==> config.mk <==
export PLATFORM = sky130hd
export DESIGN_NAME = flp_lock_top
export DESIGN_NICKNAME = d
export VERILOG_FILES = /design/src/include/flp_pkg.sv /design/src/flp_lock_top.sv /design/src/flp_sync2.sv
export VERILOG_INCLUDE_DIRS = /design/src /design/src/include
export SDC_FILE = /design/constraint.sdc
export NUM_CORES = 1
export LEC_CHECK = 0
export BUFFER_PORTS_ARGS = -buffer_cell sky130_fd_sc_hd__buf_4
export CAP_MARGIN = 20
export CORE_AREA = 2 2 71 73
export DETAILED_ROUTE_END_ITERATION = 6
export DIE_AREA = 0 0 73 75
export PLACE_DENSITY = 0.69
export SETUP_SLACK_MARGIN = 0.1
export SYNTH_ARGS = -nofsm -noshare
export SYNTH_HDL_FRONTEND = slang
export SYNTH_SLANG_ARGS = --single-unit
==> constraint.sdc <==
create_clock -name clk_sys_in -period 2.1 [get_ports clk_sys_in]
set_input_delay 0.105 -clock clk_sys_in [delete_from_list [all_inputs] [get_ports clk_sys_in]]
set_output_delay 0.105 -clock clk_sys_in [all_outputs]
set_load 0.005 [all_outputs]
==> src/include/flp_consts.svh <==
// Purpose: Offsets, field positions, reset values for flash lock protection
// Assumes: Included by bare name
// Notes: Active-low fuse convention, 0 means programmed
`ifndef FLP_CONSTS_SVH
`define FLP_CONSTS_SVH
// ==========================================
// Hardware fuse byte layout
`define FLP_HW_DOUBLE_SPEED_BIT 7
`define FLP_HW_LOADER_JUMP_BIT 6
`define FLP_HW_AUX_RAM_BIT 3
`define FLP_HW_LOCK_LSB 0
`define FLP_HW_FUSE_DELIVERED 8'hb8
`define FLP_HW_FUSE_ERASED 8'hff
// ==========================================
// Extra array registers
`define FLP_EXTRA_ADDR_BOOT_VEC 2'h0
`define FLP_EXTRA_ADDR_BOOT_STAT 2'h1
`define FLP_EXTRA_ADDR_SEC 2'h2
`define FLP_EXTRA_ADDR_ID 2'h3
`define FLP_BOOT_VEC_RESET 8'hfc
`define FLP_BOOT_STAT_RESET 8'hff
`define FLP_SEC_RESET 8'hff
`define FLP_SEC_KEEP_MASK 8'hfc
`endif

==> src/include/flp_pkg.sv <==
// Purpose: Types for flash lock protection
// Assumes: None
// Notes: Levels numbered as in the lock tables
package flp_pkg;
  typedef enum logic [1:0] {
    FLP_HW_LVL1,
    FLP_HW_LVL2,
    FLP_HW_LVL3,
    FLP_HW_LVL4
  } flp_hw_level_t;
  typedef enum logic [1:0] {
    FLP_SRC_PAR,
    FLP_SRC_ISP,
    FLP_SRC_API
  } flp_src_t;
  typedef enum logic [2:0] {
    FLP_OP_READ_CODE,
    FLP_OP_PROG_CODE,
    FLP_OP_CHIP_ERASE,
    FLP_OP_READ_EXTRA,
    FLP_OP_WRITE_EXTRA,
    FLP_OP_WRITE_HW,
    FLP_OP_READ_HW
  } flp_op_t;
  typedef struct packed {
    logic valid;
    flp_src_t src;
    flp_op_t op;
    logic [1:0] extra_addr;
    logic [7:0] wdata;
  } flp_req_t;
  typedef struct packed {
    logic grant;
    logic refuse;
    logic [7:0] rdata;
  } flp_rsp_t;
  typedef struct packed {
    logic fetch_internal;
    logic table_read_blocked;
    logic ext_exec_blocked;
  } flp_fetch_t;
endpackage : flp_pkg

==> src/flp_lock_top.sv <==
// Purpose: Lock and protection logic for on-chip program flash
// Assumes: Fuse and extra-array storage live here as registers; flash array is outside
// Notes: Requests are checked in one cycle; refused ones never reach the array
// Function
// - Three hardware lock bits decode into four levels.
// - Level 2 and up: external table reads get no internal code bytes.
// - Level 2 and up: access pin latched at reset, later changes ignored.
// - Level 2 and up: parallel programming refused; ISP and API still allowed.
// - Level 3 and up: parallel verify reads refused.
// - Level 4: external execution blocked; delivered at level 4.
// - Chip erase clears flash and returns hardware fuses to unprogrammed.
// - Part identification readable in parallel mode at any level.
// - Delivered fuses: loader jump programmed, speed and RAM unprogrammed, level 4.
// - ISP code access gated only by software lock bits.
// - Defaults: boot vector FCh, boot status FFh, security byte FFh.
// - Software registers reachable by parallel, ISP and application calls.
// - Software bits 11 no protection; 01 refuses ISP programming.
// - Software high bit 0 also refuses ISP verify reads.
// - Access pin high fetches internal; low fetches external.
`timescale 1ns/1ps
`include "flp_consts.svh"
module flp_lock_top
  import flp_pkg::*;
#(
  parameter logic [31:0] PART_ID = 32'h1234_5678  // Arbitrary identity value
) (
  // Clock and reset
  input wire logic clk_sys_in,
  input wire logic rst_in,
  // Pins
  input wire logic external_access_pin_in,
  // Access requests
  input wire flp_req_t req_in,
  input wire logic [1:0] id_sel_in,
  output flp_rsp_t rsp_out,
  // Flash array controls
  output logic array_prog_out,
  output logic array_erase_out,
  // Fetch control and fuse view
  output flp_fetch_t fetch_out,
  output flp_hw_level_t hw_level_out,
  output logic [7:0] hardware_fuse_byte_out,
  output logic [7:0] soft_boot_vector_out,
  output logic [7:0] boot_status_byte_out,
  output logic [7:0] soft_security_byte_out
);
  // ==========================================
  // Storage
  logic [7:0] hw_fuse_q, hw_fuse_d;
  logic [7:0] boot_vec_q, boot_vec_d;
  logic [7:0] boot_stat_q, boot_stat_d;
  logic [7:0] sec_byte_q, sec_byte_d;
  logic pin_lat_q, pin_lat_d;
  logic boot_q, boot_d;
  flp_hw_level_t lvl_q, lvl_d;
  flp_rsp_t rsp_q, rsp_d;
  logic prog_q, prog_d;
  logic erase_q, erase_d;
  logic pin_sync;
  logic [2:0] hw_lock_field;
  logic [1:0] sw_lock_field;
  flp_hw_level_t lvl_now;
  logic pin_eff;

  flp_sync2 i_flp_sync2 (
    .clk_sys_in(clk_sys_in),
    .d_in(external_access_pin_in),
    .q_out(pin_sync)
  );

  assign hw_lock_field = hw_fuse_q[`FLP_HW_LOCK_LSB +: 3];
  assign sw_lock_field = sec_byte_q[1:0];

  // ==========================================
  // Lock decode
  always_comb begin
    if (!hw_lock_field[2]) begin
      lvl_now = FLP_HW_LVL4;
    end else if (!hw_lock_field[1]) begin
      lvl_now = FLP_HW_LVL3;
    end else if (!hw_lock_field[0]) begin
      lvl_now = FLP_HW_LVL2;
    end else begin
      lvl_now = FLP_HW_LVL1;
    end
  end

  // Level held from reset release so mid-run fuse writes wait for next reset
  always_comb begin
    boot_d = 1'b0;
    lvl_d = boot_q ? lvl_now : lvl_q;
    pin_lat_d = boot_q ? pin_sync : pin_lat_q;
  end

  // Pin tracked live below level 2, frozen at reset otherwise
  assign pin_eff = (lvl_q == FLP_HW_LVL1) ? pin_sync : pin_lat_q;

  // Level 4 blocks external execution; it does not redirect the fetch
  always_comb begin
    fetch_out.fetch_internal = pin_eff;
    fetch_out.table_read_blocked = (lvl_q != FLP_HW_LVL1);
    fetch_out.ext_exec_blocked = (lvl_q == FLP_HW_LVL4);
  end

  // ==========================================
  // Access checks
  always_comb begin
    logic ok;
    logic [7:0] rd;
    ok = 1'b0;
    rd = 8'h00;
    hw_fuse_d = hw_fuse_q;
    boot_vec_d = boot_vec_q;
    boot_stat_d = boot_stat_q;
    sec_byte_d = sec_byte_q;
    prog_d = 1'b0;
    erase_d = 1'b0;
    // Storage is not reset, so requests during reset must not touch it
    if (req_in.valid && !rst_in) begin
      unique case (req_in.op)
        FLP_OP_READ_CODE: begin
          if (req_in.src == FLP_SRC_PAR) begin
            ok = (lvl_q == FLP_HW_LVL1) || (lvl_q == FLP_HW_LVL2);
          end else if (req_in.src == FLP_SRC_ISP) begin
            ok = sw_lock_field[1];
          end else begin
            ok = 1'b1;
          end
        end
        FLP_OP_PROG_CODE: begin
          if (req_in.src == FLP_SRC_PAR) begin
            ok = (lvl_q == FLP_HW_LVL1);
          end else if (req_in.src == FLP_SRC_ISP) begin
            ok = (sw_lock_field == 2'b11);
          end else begin
            ok = 1'b1;
          end
          prog_d = ok;
        end
        FLP_OP_CHIP_ERASE: begin
          ok = 1'b1;
          erase_d = 1'b1;
          hw_fuse_d = `FLP_HW_FUSE_ERASED;
          boot_vec_d = `FLP_BOOT_VEC_RESET;
          boot_stat_d = `FLP_BOOT_STAT_RESET;
          sec_byte_d = `FLP_SEC_RESET;
        end
        FLP_OP_READ_EXTRA: begin
          ok = 1'b1;
          unique case (req_in.extra_addr)
            `FLP_EXTRA_ADDR_BOOT_VEC: rd = boot_vec_q;
            `FLP_EXTRA_ADDR_BOOT_STAT: rd = boot_stat_q;
            `FLP_EXTRA_ADDR_SEC: rd = sec_byte_q;
            `FLP_EXTRA_ADDR_ID: rd = PART_ID[8*id_sel_in +: 8];
          endcase
        end
        FLP_OP_WRITE_EXTRA: begin
          ok = (req_in.extra_addr != `FLP_EXTRA_ADDR_ID);
          if (ok) begin
            unique case (req_in.extra_addr)
              `FLP_EXTRA_ADDR_BOOT_VEC: boot_vec_d = req_in.wdata;
              `FLP_EXTRA_ADDR_BOOT_STAT: boot_stat_d = req_in.wdata;
              `FLP_EXTRA_ADDR_SEC: begin
                // Bits only move toward programmed; upper bits kept at one
                sec_byte_d = `FLP_SEC_KEEP_MASK | (sec_byte_q & req_in.wdata);
              end
              default: ;
            endcase
          end
        end
        FLP_OP_WRITE_HW: begin
          ok = (req_in.src == FLP_SRC_PAR);
          // Fuses only get programmed; erase is the sole way back
          if (ok) begin
            hw_fuse_d = hw_fuse_q & req_in.wdata;
          end
        end
        FLP_OP_READ_HW: begin
          ok = (req_in.src == FLP_SRC_PAR);
          rd = hw_fuse_q;
        end
        default: ok = 1'b0;
      endcase
    end
    rsp_d.grant = req_in.valid && ok;
    rsp_d.refuse = req_in.valid && !ok;
    rsp_d.rdata = ok ? rd : 8'h00;
  end

  // ==========================================
  // Registers
  always_ff @(posedge clk_sys_in) begin
    if (rst_in) begin
      boot_q <= 1'b1;
      lvl_q <= FLP_HW_LVL4;
      pin_lat_q <= 1'b1;
      rsp_q <= '0;
      prog_q <= 1'b0;
      erase_q <= 1'b0;
    end else begin
      boot_q <= boot_d;
      lvl_q <= lvl_d;
      pin_lat_q <= pin_lat_d;
      rsp_q <= rsp_d;
      prog_q <= prog_d;
      erase_q <= erase_d;
    end
  end

  // Nonvolatile contents: loaded once at power-up, kept through rst_in
  logic nv_init_q = 1'b0;
  always_ff @(posedge clk_sys_in) begin
    nv_init_q <= 1'b1;
    if (!nv_init_q) begin
      hw_fuse_q <= `FLP_HW_FUSE_DELIVERED;
      boot_vec_q <= `FLP_BOOT_VEC_RESET;
      boot_stat_q <= `FLP_BOOT_STAT_RESET;
      sec_byte_q <= `FLP_SEC_RESET;
    end else begin
      hw_fuse_q <= hw_fuse_d;
      boot_vec_q <= boot_vec_d;
      boot_stat_q <= boot_stat_d;
      sec_byte_q <= sec_byte_d;
    end
  end

  assign rsp_out = rsp_q;
  assign array_prog_out = prog_q;
  assign array_erase_out = erase_q;
  assign hw_level_out = lvl_q;
  assign hardware_fuse_byte_out = hw_fuse_q;
  assign soft_boot_vector_out = boot_vec_q;
  assign boot_status_byte_out = boot_stat_q;
  assign soft_security_byte_out = sec_byte_q;
endmodule : flp_lock_top

==> src/flp_sync2.sv <==
// Purpose: Two-flop synchroniser for a pin level
// Assumes: Single clock domain after the second flop
// Notes: First stage read only by the second
`timescale 1ns/1ps
module flp_sync2 (
  // Clock
  input wire logic clk_sys_in,
  // Data
  input wire logic d_in,
  output logic q_out
);
  logic s1_q;
  logic s2_q;
  // No reset: the real pin level must stand here when reset ends
  always_ff @(posedge clk_sys_in) begin
    s1_q <= d_in;
    s2_q <= s1_q;
  end
  assign q_out = s2_q;
endmodule : flp_sync2

# --- Word level (Yosys, flattened, before mapping) ---
# Index checks and enable logic that the tools add are counted.
op_classes:
  n_eq_ne: 19
  shift: 1
  muxes: 25
  bitwise: 5
  reduce_logical: 22
ops:
  columns: ["cell", "count"]
  rows:
  - ["one-hot mux 8 bit (2 select lines)", 5]
  - ["two-way mux 8 bit", 7]
  - ["one-hot mux 8 bit (4 select lines)", 1]
  - ["variable part select 32 x 6 -> 8 bit (first input constant)", 1]
  - ["AND reduction 4 bit", 3]
  - ["== test 3 bit (second input constant)", 3]
  - ["two-way mux 1 bit", 9]
  - ["bitwise AND 8 bit", 1]
  - ["== test 2 bit (second input constant)", 4]
  - ["!= test 2 bit (second input constant)", 4]
  - ["== test 2 x 1 -> 1 bit (second input constant)", 3]
  - ["== test 3 x 2 -> 1 bit (second input constant)", 2]
  - ["logical NOT 2 bit", 3]
  - ["nonzero test 2 bit", 3]
  - ["OR reduction 2 bit", 3]
  - ["OR reduction 3 bit", 2]
  - ["one-hot mux 1 bit (5 select lines)", 1]
  - ["two-way mux 2 bit", 2]
  - ["!= test 2 x 1 -> 1 bit (second input constant)", 2]
  - ["== test 3 x 1 -> 1 bit (second input constant)", 1]
  - ["logical AND 1 bit", 3]
  - ["logical NOT 3 bit", 1]
  - ["inverter 1 bit", 3]
  - ["AND reduction 3 bit", 1]
  - ["other kinds (3)", 4]
word_totals:
  register_bits: 50
  in_bits: 21
  output_inout_bits: 49
  wordCells: 86

# --- Logic depth before layout (Yosys ltp) ---
depth:
  word_depth: 7
  depth_mapped: 6
  ltp_nobuf: 6

# --- Modules after synthesis ---
# From an unflattened synthesis, not the netlist that was laid out.
unflattened:
  hier_cells: 176
  area_unflattened_um2: 2018.2
modules_own_cells:
  columns: ["module", "instances", "cells_per_inst", "area_each_um2", "seq_area_each_um2"]
  rows:
  - ["flp_lock_top", 1, 174, 1978.1, 1101.1]
  - ["flp_sync2", 1, 2, 40.0, 40.0]

# --- Worst setup path before layout ---
# Ideal clock, no wire load.
synth_path:
  path_type: "input to register"
  start: "input port req_in[8] (netlist bit)"
  end: "register boot_vec_q[0] (netlist: soft_boot_vector_out[0]), enable pin"
  setup_time_ps: 398
  t_arrival_ps: 1452
  required_time_ps: 1702
  slack_ps: 250
  stages: 3
  path_buffers: 2
  cell_sequence: "buf_4 -> buf_2 -> o41ai_1"
synth_between:
  elab_chain_cells: 3
  word_cells_on_any_way: 5
  classes_between: "eq/ne: 3; reduce/logical: 2"
synth_rtl:
  columns: ["item", "line_no", "rtl"]
  rows:
  - ["start: declaration", "flp_lock_top.sv:33", "input wire flp_req_t req_in,"]
  - ["!= test 2 bit (no source line) / logical NOT 2 bit (equally long branches)", null, null]
  - ["!= test 2 bit (no source line) / != test 2 x 1 -> 1 bit (equally long branches)", null, null]
  - ["AND reduction 4 bit (no source line) (*)", null, null]
  - ["end signal: assignment", "flp_lock_top.sv:216", "boot_vec_q <= `FLP_BOOT_VEC_RESET;"]
  - ["end signal: assignment", "flp_lock_top.sv:221", "boot_vec_q <= boot_vec_d;"]
  - ["end: declaration", "flp_lock_top.sv:50", "logic [7:0] boot_vec_q, boot_vec_d;"]
# Mark *: on every way between the ends. The rest lies on a longest branch, timed or not.
# A chain may end at the register's enable or synchronous reset.

# --- Final worst setup path ---
layout_path:
  start: "input port rst_in"
  end: "register boot_stat_q[1] (netlist: boot_status_byte_out[1]), enable pin"
layout_between:
  elab_chain_cells: 3
layout_rtl:
  columns: ["item", "line_no", "rtl"]
  rows:
  - ["start: declaration", "flp_lock_top.sv:29", "input wire logic rst_in,"]
  - ["logical NOT 1 bit", "flp_lock_top.sv:119", "if (req_in.valid && !rst_in) begin"]
  - ["logical AND 1 bit", "flp_lock_top.sv:119", null]
  - ["AND reduction 4 bit (no source line)", null, null]
  - ["end signal: assignment", "flp_lock_top.sv:217", "boot_stat_q <= `FLP_BOOT_STAT_RESET;"]
  - ["end signal: assignment", "flp_lock_top.sv:222", "boot_stat_q <= boot_stat_d;"]
  - ["end: declaration", "flp_lock_top.sv:51", "logic [7:0] boot_stat_q, boot_stat_d;"]
# No other way between the ends.

==> flow_summary.rst <==
.. list-table::
   :header-rows: 1

   * - Metric
     - Value
   * - Placed instance area
     - 2500 um2
   * - Number of antenna-violating nets in the routed design
     - 0
   * - RSZ-0062 raised after global routing
     - false
   * - Top-count cell post-synth
     - edfxtp_1
   * - Worst IR drop on VDD
     - 0.5098 mV
   * - Half-perimeter wire length after placement
     - 3.522 mm
   * - Number of distinct library cell variants in the gate-level netlist after synthesis
     - 44
   * - Clock tree from TritonCTS
     - yes
   * - Type of destination of the critical path
     - flop
   * - Portion of the clock cycle consumed by the worst path in the final layout
     - 0.8441
   * - Clock network latency to the later pin of the worst-skew pair
     - 0.30 ns
   * - Area contributors post-synth
     - edfxtp_1, dfxtp_1, nand2b_1
   * - Class of the most critical hold timing path
     - primary input to flop
   * - Vert. Die Dim
     - 75 um
   * - Clock period minus final worst setup slack
     - 1.773 ns
   * - Synthesized netlist cell count
     - 173
   * - Die Area
     - 5475 um2
   * - Layout net count
     - 263
   * - Post-cts repair resize count
     - 0
   * - Wire length of the first global-routing pass
     - 7.224 mm
   * - Post-route cell area
     - 2628 um2
   * - Pwr per Cell Area
     - 667.4 nW/um2
   * - Layout-stage area growth over the synthesis result
     - 32.49%
   * - Worst slack after detailed placement
     - 0.5800 ns
   * - DIE WIDTH
     - 73 um
   * - GRT Total Usage
     - 0.1789
   * - DR iter-0 viols
     - 78
   * - Drc violations
     - 0
   * - Worst path arrival time
     - 1.78 ns
   * - Critical Path RT
     - 2.10 ns
   * - Asr flop ratio synth
     - 0
   * - Ratio of routed vias to standard cells
     - 5.122
   * - H-Tree Depth
     - 2
   * - Global-route congestion overflow total
     - 0
   * - Sequential cell area fraction in the yosys report
     - 0.5754
   * - CTS buffer count
     - 5
   * - Cell type with the highest aggregate area in the netlist
     - edfxtp_1
   * - Top_reg_cell synth
     - edfxtp_1
   * - Buffer depth of the longest clock path
     - 2
   * - Launch instance of the worst min-delay path
     - req_in[11]
   * - Floorplan core area
     - 4661 um2
   * - Largest net degree at the start of global routing
     - 18
   * - # setup viols final
     - 0
   * - Count of warnings emitted by yosys
     - 0
   * - Initial core utilization
     - 0.4255
   * - Final hold violations
     - 0
   * - Outcome
     - finished, final reports clean
   * - Worst setup path startpoint
     - rst_in
   * - Share of Yosys cell area claimed by the top area cell type
     - 0.3937
   * - Worst Setup Start Kind
     - primary input
   * - Clock root buffer master
     - clkbuf_8
   * - Total wire length
     - 4.693 mm
   * - Number of placement rows
     - 25
   * - Max cap viols
     - 0
   * - Hold Slack
     - 0.02373 ns
   * - Clock Skew
     - 0.005536 ns
   * - Total negative slack for setup checks
     - 0 ns
   * - Relative slew margins
     - 0.6106
   * - Vias in the first global route
     - 1405
   * - Worst setup path class
     - primary input to flop
   * - Global placement routability congestion
     - 0.7935
   * - Initial antenna violation count
     - 0
   * - Leak Pwr
     - 1.119 nW
   * - Flops & latches, synth
     - 44
   * - Highest clock rate
     - 564.2 MHz
   * - CTS sink cnt
     - 44
   * - Number of iterations in the first detailed-routing pass
     - 4
   * - Worst slew pin tran
     - 0.5828 ns
   * - Vias after detailed routing
     - 1511
   * - Critical Path Fanout Max
     - 10
   * - Ant. Diodes
     - 0
   * - Slew Limit Fails
     - 0
   * - Post-synth design cell area
     - 1983 um2
   * - Setup slack after layout
     - 0.3275 ns
   * - Clock transition at the registers of the reported paths
     - 0.08 ns
   * - Drt wl/cell
     - 15.91 um
   * - Post-synth EDFFs
     - 26
   * - I/O Pins
     - 70
   * - Power consumption
     - 1.754 mW
   * - R2R Path Start
     - soft_security_byte_out[1]
   * - Per-instance average area after synthesis
     - 11.46 um2
   * - Port Buf Inserts
     - 63
   * - Share of layout cells above drive strength 1
     - 0.3527
   * - List of most frequent post-synthesis cells
     - edfxtp_1, dfxtp_1, nand2b_1
-- final timing paths --
kind | slack [ns] | cells past startpoint | endpoint
setup / recovery | 0.33 | 7 | boot_status_byte_out[1]
hold / removal | 0.02 | 2 | array_prog_out
setup reg to reg | 0.73 | 4 | rsp_out[8]
hold reg to reg | 0.33 | 0 | i_flp_sync2.q_out
-- metal layers --
metal  GRT usage  vias up  share of wire
met5           0        -              0
met1      0.2407      708           0.44
met2      0.2813       52           0.48
met4     0.06790        0          0.015
li1            -      745              -
met3     0.04418        6          0.060
-- power breakdown --
group / switching (mW) / internal (mW)
clock: 0.275 / 0.353
combinational: 0.0900 / 0.0927
sequential: 0.0127 / 0.931
-- state kept, by name, indices dropped and copies added, names as in the netlist --
signal / flops
hardware_fuse_byte_out: 8
boot_status_byte_out: 8
rsp_out: 10
array_prog_out: 1
boot_q: 1
pin_lat_q: 1
array_erase_out: 1
soft_security_byte_out: 2
i_flp_sync2.s1_q: 1
hw_level_out: 2
soft_boot_vector_out: 8
i_flp_sync2.q_out: 1
-- critical path, stage by stage --
cell and delay, ns:
dlygate4sd3_1 0.54, buf_4 0.15, nand2b_1 0.33, nor2_1 0.19, o21ai_0 0.13, a21oi_1 0.13
buf_4 0.20
-- stage by stage --
step,utilization,std cells
CTS,0.5638,295
global route,0.5638,295
detailed placement,0.5364,285
global placement,0.5364,285
floorplan,-,178
finish,0.5638,295
-- placed cells by master, fill, tap and decap left out, types with 3 or more instances in the layout --
cell type and instances:
a21o_1 8, a21oi_1 6, a22oi_1 3, and2_1 4
buf_4 67, clkbuf_8 5, conb_1 6, dfxtp_1 18
edfxtp_1 26, inv_1 8, mux2_2 5, nand2_1 12
nand2b_1 13, nor2_1 6, nor2b_1 6, o21ai_0 7
-- cell type report --
type / instances / area (um2)
sequential: 44 / 1141
clock buffer: 6 / 72.57
timing repair buffer: 69 / 523.0
clock inverter: 2 / 35.03
multi-input combinational: 112 / 758.2
fill: 410 / 2033
tap: 54 / 67.56
inverter: 8 / 30.03
-- cell families after synthesis --
family / after synthesis / synth area share
buf+inv: 22 / 0.05931
other cells: 1 / 0.001891
simple gates: 55 / 0.1565
compound gates: 42 / 0.1495
fa+ha+maj: 2 / 0.01262
mux: 7 / 0.04479
flops: 44 / 0.5754
-- timing repair --
item / 4_1_cts / 5_1_grt
hold buffers: 2 / 0
buffers inserted: 0 / 0
hold endpoints to repair: 2 / 0
(Power assumes the default switching activity.)
